$ cat config.mk
export PLATFORM = sky130hd
export DESIGN_NAME = prd_host_flat
export DESIGN_NICKNAME = d
export VERILOG_FILES = /design/src/prd_pkg.sv /design/src/prd_link_if.sv /design/src/prd_host.sv /design/src/flat_wrapper.sv
export VERILOG_INCLUDE_DIRS = /design/src
export SDC_FILE = /design/constraint.sdc
export NUM_CORES = 1
export LEC_CHECK = 0
export ABC_AREA = 1
export ABC_CLOCK_PERIOD_IN_PS = 5900
export BUFFER_PORTS_ARGS = -buffer_cell sky130_fd_sc_hd__buf_2
export CORE_UTILIZATION = 65
export CTS_CLUSTER_SIZE = 20
export DETAILED_ROUTE_END_ITERATION = 10
export HOLD_SLACK_MARGIN = 0.02
export PLACE_DENSITY = 0.85
export SLEW_MARGIN = 0
export SYNTH_ARGS = -nofsm -noshare
export SYNTH_HDL_FRONTEND = slang
export SYNTH_SLANG_ARGS = --single-unit
export TNS_END_PERCENT = 1
$ cat constraint.sdc
create_clock -name clk -period 5.9 [get_ports clk]
set_input_delay 0.885 -clock clk [delete_from_list [all_inputs] [get_ports clk]]
set_output_delay 0.885 -clock clk [all_outputs]
set_load 0.02 [all_outputs]
$ cat src/prd_defines.svh
`ifndef PRD_DEFINES_SVH
`define PRD_DEFINES_SVH

// pulse form codes
`define PRD_FORM_SIGN_POS   4'h0
`define PRD_FORM_NEG_BASE   4'h5
`define PRD_FORM_MAX        4'h9
// clear form codes
`define PRD_CLR_LEVEL_HIGH  2'h0
`define PRD_CLR_RISE        2'h1
`define PRD_CLR_LEVEL_LOW   2'h2
`define PRD_CLR_FALL        2'h3
// counter width
`define PRD_ERR_W           32
// clock 125 MHz
`define PRD_CLK_HZ          125000000
// host timing, figures as printed
`define PRD_ENABLE_WAIT_MS  40
`define PRD_CLEAR_HOLD_US   20
`define PRD_ENABLE_WAIT_CYC ((`PRD_CLK_HZ / 1000) * `PRD_ENABLE_WAIT_MS)
`define PRD_CLEAR_HOLD_CYC  ((`PRD_CLK_HZ / 1000000) * `PRD_CLEAR_HOLD_US)
// host step period: 500 kpps -> 2000 ns, 400 kpps, 200 kpps
`define PRD_RATE_X1_KPPS    500
`define PRD_RATE_X2_KPPS    400
`define PRD_RATE_X4_KPPS    200
`define PRD_HALF_X1_CYC     ((`PRD_CLK_HZ / (`PRD_RATE_X1_KPPS * 1000)) / 2)
`define PRD_HALF_X2_CYC     ((`PRD_CLK_HZ / (`PRD_RATE_X2_KPPS * 1000)) / 2)
`define PRD_HALF_X4_CYC     ((`PRD_CLK_HZ / (`PRD_RATE_X4_KPPS * 1000)) / 2)

`endif

$ cat src/prd_pkg.sv
package prd_pkg;
	typedef enum logic [1:0] {
		PRD_SIGN_PULSE = 2'b00,
		PRD_DUAL_PULSE = 2'b01,
		PRD_QUAD       = 2'b10
	} prd_form_t;

	typedef enum logic [1:0] {
		PRD_HS_IDLE  = 2'b00,
		PRD_HS_WAIT  = 2'b01,
		PRD_HS_RUN   = 2'b10
	} prd_host_state_t;
endpackage

$ cat src/prd_link_if.sv
`timescale 1ns/1ns
interface prd_link_if;
	logic step_pulse_in;   // pulse / cw / phase a
	logic dir_in;          // sign / ccw / phase b
	logic error_clear_in;  // error counter clear
	logic drive_enable;    // servo on from host

	modport device (
		input step_pulse_in,
		input dir_in,
		input error_clear_in,
		input drive_enable
	);
	modport host (
		output step_pulse_in,
		output dir_in,
		output error_clear_in,
		output drive_enable
	);
endinterface

$ cat src/prd_host.sv
`timescale 1ns/1ns
`include "prd_defines.svh"
module prd_host #(
	parameter int ENABLE_WAIT_CYC = `PRD_ENABLE_WAIT_CYC  // wait after enable
) (
	input  wire logic       clk,            // 125 MHz clock
	input  wire logic       sys_rst,        // sync reset, active high
	prd_link_if.host        link,           // pins to device
	input  wire logic [3:0] pulse_form,     // same code as device select
	input  wire logic       enable_req,     // request drive enable
	input  wire logic       move_req,       // one-cycle: issue one step
	input  wire logic       move_rev,       // direction of the step
	input  wire logic       clear_req,      // one-cycle: issue a clear
	input  wire logic       clear_pol,      // idle level of clear pin
	output logic            move_ready_q,   // may accept move_req
	output logic            clear_busy_q    // clear pulse in progress
);
	localparam logic [15:0] HALF_X1  = 16'(`PRD_HALF_X1_CYC);
	localparam logic [15:0] HALF_X2  = 16'(`PRD_HALF_X2_CYC);
	localparam logic [15:0] HALF_X4  = 16'(`PRD_HALF_X4_CYC);
	localparam logic [15:0] CLR_HOLD = 16'(`PRD_CLEAR_HOLD_CYC);
	localparam logic [31:0] EN_WAIT  = 32'(ENABLE_WAIT_CYC);

	prd_pkg::prd_host_state_t state_q, state_d;
	logic [31:0] en_cnt_q;
	logic        enable_q, line_a_q, line_b_q, line_c_q;
	logic        busy_q, fired_q, rev_q, pend_q, pulse_q;
	logic [2:0]  quad_left_q;
	logic [15:0] gap_q, clr_gap_q;

	assign link.step_pulse_in  = line_a_q;
	assign link.dir_in         = line_b_q;
	assign link.error_clear_in = line_c_q;
	assign link.drive_enable   = enable_q;

	always_comb begin
		state_d = state_q;
		unique case (state_q)
			prd_pkg::PRD_HS_IDLE: if (enable_q) state_d = prd_pkg::PRD_HS_WAIT;
			prd_pkg::PRD_HS_WAIT: begin
				if (!enable_q) state_d = prd_pkg::PRD_HS_IDLE;
				else if (en_cnt_q >= EN_WAIT) state_d = prd_pkg::PRD_HS_RUN;
			end
			prd_pkg::PRD_HS_RUN: if (!enable_q) state_d = prd_pkg::PRD_HS_IDLE;
			default: state_d = prd_pkg::PRD_HS_IDLE;
		endcase
	end

	// steps work on logical levels, lines keep their physical level
	wire        neg     = (pulse_form >= `PRD_FORM_NEG_BASE);
	wire [3:0]  rel     = neg ? (pulse_form - `PRD_FORM_NEG_BASE) : pulse_form;
	wire        la      = line_a_q ^ neg;
	wire        lb      = line_b_q ^ neg;
	wire        is_sp   = (rel == 4'h0);
	wire        is_dp   = (rel == 4'h1);
	wire [15:0] half    = (rel == 4'h3) ? HALF_X2 : ((rel == 4'h4) ? HALF_X4 : HALF_X1);
	wire [2:0]  quad_n  = (rel == 4'h3) ? 3'h2 : ((rel == 4'h4) ? 3'h1 : 3'h4);
	wire        sp_tb   = (lb == rev_q);
	wire        dp_oact = rev_q ? la : lb;
	wire        dp_pact = rev_q ? lb : la;
	wire        dp_ta   = dp_oact ? rev_q : ~rev_q;
	wire        q_tb    = rev_q ? (la != lb) : (la == lb);
	wire        op_tb   = is_sp ? sp_tb : (is_dp ? ~dp_ta : q_tb);
	wire        own_act = is_sp ? la : dp_pact;
	wire        pre_ok  = is_sp ? ~sp_tb : ~dp_oact;
	wire        op_fire = (is_sp | is_dp) & pre_ok & ~fired_q & ~own_act;
	wire        op_done = (is_sp | is_dp) ? (pre_ok & fired_q) : (quad_left_q == 3'h1);
	wire        do_op   = busy_q & (gap_q >= half);
	wire        start   = move_req & move_ready_q;
	wire        busy_d  = start | (busy_q & ~(do_op & op_done));

	// clear line: every level change spaced by the hold time
	wire        clr_ok    = (clr_gap_q >= CLR_HOLD);
	wire        clr_end   = clr_ok & pulse_q;
	wire        clr_idle  = clr_ok & ~pulse_q & (line_c_q != clear_pol);
	wire        clr_start = clr_ok & ~pulse_q & (line_c_q == clear_pol) & pend_q;
	wire        clr_move  = clr_end | clr_idle | clr_start;
	wire        pend_d    = (pend_q & ~clr_start) | clear_req;
	wire        pulse_d   = (pulse_q & ~clr_end) | clr_start;
	wire        line_c_d  = clr_move ? (clr_start ? ~clear_pol : clear_pol) : line_c_q;
	wire [15:0] clr_gap_d = clr_move ? 16'h0 : (clr_ok ? clr_gap_q : clr_gap_q + 16'h1);

	always_ff @(posedge clk) begin
		if (sys_rst) begin
			state_q      <= prd_pkg::PRD_HS_IDLE;
			en_cnt_q     <= 32'h0;
			enable_q     <= 1'b0;
			move_ready_q <= 1'b0;
		end else begin
			state_q      <= state_d;
			en_cnt_q     <= (state_q == prd_pkg::PRD_HS_WAIT) ? en_cnt_q + 32'h1 : 32'h0;
			enable_q     <= enable_req;
			move_ready_q <= (state_q == prd_pkg::PRD_HS_RUN) & ~busy_d;
		end
	end

	always_ff @(posedge clk) begin
		if (sys_rst) begin
			line_a_q    <= 1'b0;
			line_b_q    <= 1'b0;
			busy_q      <= 1'b0;
			fired_q     <= 1'b0;
			rev_q       <= 1'b0;
			quad_left_q <= 3'h0;
			gap_q       <= 16'h0;
		end else begin
			gap_q <= do_op ? 16'h0 : ((gap_q != 16'hffff) ? gap_q + 16'h1 : gap_q);
			if (start) begin
				busy_q      <= 1'b1;
				fired_q     <= 1'b0;
				rev_q       <= move_rev;
				quad_left_q <= quad_n;
			end else if (do_op) begin
				line_a_q    <= line_a_q ^ ~op_tb;
				line_b_q    <= line_b_q ^ op_tb;
				fired_q     <= fired_q | op_fire;
				quad_left_q <= quad_left_q - 3'h1;
				busy_q      <= ~op_done;
			end
		end
	end

	always_ff @(posedge clk) begin
		if (sys_rst) begin
			line_c_q     <= 1'b0;
			pend_q       <= 1'b0;
			pulse_q      <= 1'b0;
			clr_gap_q    <= CLR_HOLD;
			clear_busy_q <= 1'b0;
		end else begin
			line_c_q     <= line_c_d;
			pend_q       <= pend_d;
			pulse_q      <= pulse_d;
			clr_gap_q    <= clr_gap_d;
			clear_busy_q <= pend_d | pulse_d | (line_c_d != clear_pol) | (clr_gap_d < CLR_HOLD);
		end
	end
endmodule

$ cat src/flat_wrapper.sv
// flat-port wrapper written by rule: the top's interface ports become plain ports
module prd_host_flat 
#(
	parameter int ENABLE_WAIT_CYC = `PRD_ENABLE_WAIT_CYC                      
)
  (clk, sys_rst, pulse_form, enable_req, move_req, move_rev, clear_req, clear_pol, move_ready_q, clear_busy_q, link_step_pulse_in, link_dir_in, link_error_clear_in, link_drive_enable);
  prd_link_if link_i ();
  input  wire logic clk;
  input  wire logic sys_rst;
  input  wire logic [3:0] pulse_form;
  input  wire logic enable_req;
  input  wire logic move_req;
  input  wire logic move_rev;
  input  wire logic clear_req;
  input  wire logic clear_pol;
  output logic move_ready_q;
  output logic clear_busy_q;
  output wire logic [$bits(link_i.step_pulse_in)-1:0] link_step_pulse_in;
  output wire logic [$bits(link_i.dir_in)-1:0] link_dir_in;
  output wire logic [$bits(link_i.error_clear_in)-1:0] link_error_clear_in;
  output wire logic [$bits(link_i.drive_enable)-1:0] link_drive_enable;
  assign link_step_pulse_in = link_i.step_pulse_in;
  assign link_dir_in = link_i.dir_in;
  assign link_error_clear_in = link_i.error_clear_in;
  assign link_drive_enable = link_i.drive_enable;
  prd_host #(.ENABLE_WAIT_CYC(ENABLE_WAIT_CYC)) u_core (.clk(clk), .sys_rst(sys_rst), .link(link_i), .pulse_form(pulse_form), .enable_req(enable_req), .move_req(move_req), .move_rev(move_rev), .clear_req(clear_req), .clear_pol(clear_pol), .move_ready_q(move_ready_q), .clear_busy_q(clear_busy_q));
endmodule
After elaboration in Yosys (flattened, before gate mapping). Index checks and enable logic that the tools add are counted.

Add/sub/neg operators: 5. $lt $le $gt $ge: 5. Eq/ne operators: 16. Mux-type cells: 27. Bitwise logic cells: 46. Reduce and logical (&&, ||, !) cells: 8.

Operator list (number): $mux W16 (3); $add A16 B1 Y16 const B (2); $add A32 B1 Y32 const B (1); $ge A32 B23 Y1 const B (1); $and A1 B1 Y1 (16); $ge A16 B12 Y1 const B (1); $ge A16 B16 Y1 (1); $lt A16 B12 Y1 const B (1); $ne A16 B16 Y1 const B (1); $not A1 Y1 (16); $mux W1 (13); $mux W3 (4); $or A1 B1 Y1 (10); $mux W9 (1); $mux W2 (4); $pmux W2 S3 (1); $reduce_or A2 Y1 (3); $eq A4 B1 Y1 const B (1); $eq A4 B2 Y1 const B (1); $eq A4 B3 Y1 const B (1); $ge A4 B3 Y1 const B (1); $logic_not A4 Y1 (1); $mux W4 (1); $sub A4 B3 Y4 const B (1); other kinds (14) (21).

Register bits: 80. Input bits: 11. Output and inout bits: 6. Word-level logic and storage cells: 123.

Logic depth before layout (Yosys ltp).
Depth after elaboration: 13. Gate-level depth with buffers: 25. Mapped depth without buffers: 25.

Least setup slack after synthesis. OpenSTA, ideal clock, no wires.

Kind: in2reg. Start point: input pulse_form[1]. End point: register u_core.line_b_q (netlist: u_core.link.dir_in). Library setup time: 0.115 ns. Arrival time: 3.092 ns. Data required time: 5.785 ns. Slack: 2.693 ns. Cell stages on the path: 24. Path buffers: 0. Cells stage by stage: inv_1 -> ha_1 -> inv_1 -> nand2_1 -> nand2_1 -> nand2_1 -> nand2_1 -> nand2_1 -> nand2_1 -> nor2_1 -> nor2_1 -> inv_1 -> ha_1 -> nand2_1 -> nor2_1 -> nand2_1 -> nand2_1 -> nand2_1 -> nand3_1 -> nand2_1 -> nor2_1 -> nand3_1 -> nand2_1 -> nor2_1.

Cells in the longest elaborated chain, start to end: 8. Elaborated cells between the ends (all ways): 24. Classes of those cells: add/sub: 1; order compare: 2; eq/ne: 6; mux: 8; bitwise: 5; reduce/logical: 2.

Ends and longest elaborated chain: from (decl) (line flat_wrapper.sv:10) `input wire logic [3:0] pulse_form;`; $sub A4 B3 Y4 (no source line) or $ge A4 B3 Y1 (tied branches); $mux W4, or another cell as far along (line prd_host.sv:51) `` wire [3:0] rel = neg ? (pulse_form - `PRD_FORM_NEG_BASE) : pulse_form; ``; $eq A4 B3 Y1 or $mux W1 (tied branches) (line prd_host.sv:56, prd_host.sv:59); $mux W9 or $mux W1 (tied branches) (line prd_host.sv:56, prd_host.sv:61); $mux W16 or $not A1 Y1 (tied branches) (line prd_host.sv:56, prd_host.sv:63); $ge A16 B16 Y1 or $mux W1 (tied branches) (line prd_host.sv:68, prd_host.sv:63); $and A1 B1 Y1 or $mux W1 (tied branches) (line prd_host.sv:68, prd_host.sv:63); $reduce_and A2 Y1 (no source line) or $xor A1 B1 Y1 (tied branches); to (signal assigned) (line prd_host.sv:115) `line_b_q <= line_b_q ^ op_tb;`; to (decl) (line prd_host.sv:26) `logic enable_q, line_a_q, line_b_q, line_c_q;`.

Several ways; a longest one is shown, not always the timed one. A chain may end at the register's enable or synchronous reset.

Worst setup path in the final report.
Start point: input pulse_form[0]. End point: register u_core.quad_left_q[2].

Cells in the longest elaborated chain, start to end: 8. Elaborated cells between the ends (all ways): 13. Classes of those cells: add/sub: 1; order compare: 2; eq/ne: 2; mux: 6; bitwise: 1; reduce/logical: 1.

Ends and longest elaborated chain: $sub A4 B3 Y4 (no source line) or $ge A4 B3 Y1 (tied branches); $mux W4 * (line prd_host.sv:51); $eq A4 B3 Y1 (line prd_host.sv:56, prd_host.sv:57); $mux W9 (line prd_host.sv:56) `wire [15:0] half = (rel == 4'h3) ? HALF_X2 : ((rel == 4'h4) ? HALF_X4 : HALF_X1);`; $mux W16 (line prd_host.sv:56); $ge A16 B16 Y1 (line prd_host.sv:68) `wire do_op = busy_q & (gap_q >= half);`; $and A1 B1 Y1 (line prd_host.sv:68); $reduce_bool A2 Y1 (no source line); to (signal assigned) (line prd_host.sv:112) `quad_left_q <= quad_n;`; to (signal assigned) (line prd_host.sv:117) `quad_left_q <= quad_left_q - 3'h1;`; to (decl) (line prd_host.sv:28) `logic [2:0] quad_left_q;`.

Every way passes the cells marked *; elsewhere a longest branch is shown, timed or not.

==> results.sh <==
export IMPL_holdBufCountCts=0
export IMPL_dieArea_um2=7395
export IMPL_min_to="u_core.clr_gap_q[13]"
export IMPL_grt_max_degree=22
export IMPL_ir_drop_uv=161.3
export IMPL_place_inst=796
export IMPL_drc_errors=0
export IMPL_yosys_area_top_type="dfxtp_1"
export IMPL_synth_area_um2=4586
export IMPL_drv_cap=0
export IMPL_end_kind="flip-flop"
export IMPL_cellPowerDensity_nw_per_um2=258.6
export IMPL_numPortBuffers=16
export IMPL_whs_ps=431.7
export IMPL_p_sw_uw=446.5
export IMPL_start_util_pct=67.50
export IMPL_firstDrtPassIters=5
export IMPL_comb_power_share_pct=23.8
export IMPL_synth_top_area_share_pct=34.92
export IMPL_finalNonFillerCells=812
export IMPL_critPathKind="in -> reg"
export IMPL_finClkSkew_ps=9.791
export IMPL_ant_nets=0
export IMPL_fin_nets=737
export IMPL_cts_resized=0
export IMPL_grt_overflow_total=0
export IMPL_rows=30
export IMPL_seqPwrFrac_pct=47.3
export IMPL_ys_seq_elements=80
export IMPL_ys_flop_type="dfxtp_1"
export IMPL_ys_types=36
export IMPL_setup_viol=0
export IMPL_wl_mm=9.639
export IMPL_min_path_cells=2
export IMPL_layout_area_overhead_vs_synth_pct=7.531
export IMPL_grt_util_all_layers_pct=27.85
export IMPL_hold_viol_final=0
export IMPL_diodes=0
export IMPL_hp_start="u_core.clr_gap_q[13]"
export IMPL_worstReg2RegEnd="u_core.clear_busy_q"
export IMPL_synthTopCellsByArea="dfxtp_1, nand2_1, inv_1"
export IMPL_swShare_pct=35.01
export IMPL_crit_arrival_ps=3750
export IMPL_ys_async_sr_fraction_pct=0
export IMPL_syn_avg_cell_area_um2=6.636
export IMPL_gp_congestion=0.9258
export IMPL_ios=17
export IMPL_synth_cells=691
export IMPL_power_leakage_uw=0.002127
export IMPL_tightest_slew_ps=837.5
export IMPL_fin_crit_ps=3451
export IMPL_syn_nets=717
export IMPL_p_clk_share_pct=28.9
export IMPL_ys_top_cells_by_count="nand2_1, inv_1, nor2_1, dfxtp_1, a21oi_1"
export IMPL_clock_sinks=80
export IMPL_clockBufferDepth=2
export IMPL_antenna_found_initial=0
export IMPL_r2r_start="u_core.clr_gap_q[13]"
export IMPL_wire_per_inst_um=11.87
export IMPL_max_freq_mhz=289.8
export IMPL_die_x_um=86.00
export IMPL_die_height_um=86.00
export IMPL_reg2reg_setup_slack_ps=3700
export IMPL_ys_seq_area_share_pct=34.92
export IMPL_cts_htree_levels=3
export IMPL_maxSlewHeadroom_pct=43.96
export IMPL_num_vias=4342
export IMPL_clock_latency_ps=350
export IMPL_coreArea_um2=6794
export IMPL_synth_edf_count=0
export IMPL_cts_root_buf="clkbuf_8"
export IMPL_worstRegToRegCells=10
export IMPL_yosysMostFrequentCell="nand2_1"
export IMPL_cp_required_ps=6200
export IMPL_p_int_uw=828.8
export IMPL_cp_max_fo=6
export IMPL_outcome="finished clean"
export IMPL_cts_tree="done"
export IMPL_yosysWarningCount=0
export IMPL_start_kind="input port"
export IMPL_rsz0062_at_grt="false"
export IMPL_final_period_utilization_pct=58.48
export IMPL_grt_pass1_vias=3914
export IMPL_cts_clk_slew_worst_paths_ps=90
export IMPL_post_cts_buffers=0
export IMPL_min_path_type="reg -> reg"
export IMPL_numCtsBuffers=9
export IMPL_grt_pass1_wl_mm=16.57
export IMPL_finalSetupTns_ps=0
export IMPL_via_per_inst=5.347
export IMPL_dp_hpwl_mm=7.076
export IMPL_slew_viol_final=0
export IMPL_first_iter_violations=283
export IMPL_drive_gt1_share_pct=7.542
-- power groups by stage --
stage          clock [uW]  combinational (uW)  sequential, uW
2_1_floorplan           0                 233             611
3_3_place_gp            0                 287             613
3_5_place_dp            0                 299             614
4_1_cts               370                 302             602
5_1_grt               398                 349             607
6_report              368                 303             603
-- metrics by stage --
stage          cell area, um^2  total power [uW]  setup WS, ps  util, %
2_1_floorplan             4586             843.5          2693        -
3_3_place_gp              4757             899.3          2367    70.02
3_5_place_dp              4757             913.1          2154    70.02
4_1_cts                   4931              1274          2499    72.58
5_1_grt                   4931              1354          2035    72.58
6_report                  4931              1275          2449    72.58
-- layout by cell type, fill, tap and decap left out, types with 2 or more instances in the layout --
cell	Yosys	routed
a21oi_1	46	46
a31oi_1	2	2
buf_2	2	16
clkbuf_8	0	10
clkinv_2	1	4
clkinv_4	0	2
dfxtp_1	80	80
ha_1	15	15
inv_1	103	103
nand2_1	166	166
nand2_2	3	3
nand2_4	2	2
nand3_1	42	42
nand3_2	2	2
nand4_1	16	16
nor2_1	95	95
nor2_2	3	3
nor2_4	3	3
nor3_1	20	20
nor3_4	2	2
nor3b_1	5	5
nor4_1	6	6
o211ai_1	2	2
o21a_1	5	5
o21ai_0	25	25
o21ai_1	2	2
o21bai_1	2	2
or2_0	4	4
or2_2	3	3
xnor2_1	7	7
xor2_1	16	16
-- routing by layer --
metal | wire length [um] | track usage (%)
met1 | 4586 | 36.14
met2 | 4495 | 47.26
met3 | 414 | 4.235
met4 | 143 | 9.394
met5 | 0 | 0
-- how the worst max path moves through the flow --
| stage | startpoint | cells after the start | to | slack [ps] |
|---|---|---|---|---|
| 2_1_floorplan | pulse_form[1] | 24 | u_core.link.dir_in | 2690 |
| 3_3_place_gp | pulse_form[0] | 22 | u_core.gap_q[13] | 2370 |
| 3_5_place_dp | pulse_form[0] | 25 | u_core.quad_left_q[2] | 2150 |
| 4_1_cts | pulse_form[0] | 25 | u_core.quad_left_q[2] | 2500 |
| 5_1_grt | pulse_form[0] | 25 | u_core.quad_left_q[2] | 2030 |
| 6_report | pulse_form[0] | 25 | u_core.quad_left_q[2] | 2450 |
-- cells by family after synthesis --
group                      after synthesis  synth area share [%]
AOI/OAI and AO/OA                       86                 10.23
DFF                                     80                 34.93
xor gates and xnor gates                23                 4.393
buffers and inverters                  111                 9.168
and+or+nand+nor                        376                 37.19
adders and majority gates               15                 4.093
-- sequential cells by signal (all words and copies together) (netlist names) --
signal	flops
u_core.gap_q	16
u_core.quad_left_q	3
u_core.fired_q	1
u_core.rev_q	1
u_core.link.step_pulse_in	1
u_core.busy_q	1
u_core.clear_busy_q	1
u_core.pend_q	1
u_core.link.drive_enable	1
u_core.move_ready_q	1
u_core.state_q	2
u_core.pulse_q	1
u_core.link.dir_in	1
u_core.en_cnt_q	32
u_core.clr_gap_q	16
u_core.link.error_clear_in	1
-- final cells by class --
cell class | count | area [um^2]
multi-input cells | 500 | 2564
repair buffers | 16 | 80.08
well taps | 96 | 120.1
fillers | 568 | 1863
clock buffers | 11 | 141.4
inverters | 104 | 391.6
flip-flops and latches | 80 | 1602
clock inverters | 5 | 32.53
-- worst max-delay path, cell delays in order --
cell      delay, ps
buf_2           130
inv_1            80
ha_1            180
nand2_1          80
nand2_1         130
nand2_1         130
nand2_1          80
nand2_1         110
nand2_1         110
nor2_1           80
nor2_1          210
inv_1            70
ha_1            280
nand2_1          70
nor2_1          150
nand2_1          70
nand2_1          50
nand2_1          40
nand3_1          60
nand2_1         100
nor2_1          330
nand2_1          90
o211ai_1         90
nand2_1          70
inv_1            60
(Power assumes the default switching activity.)
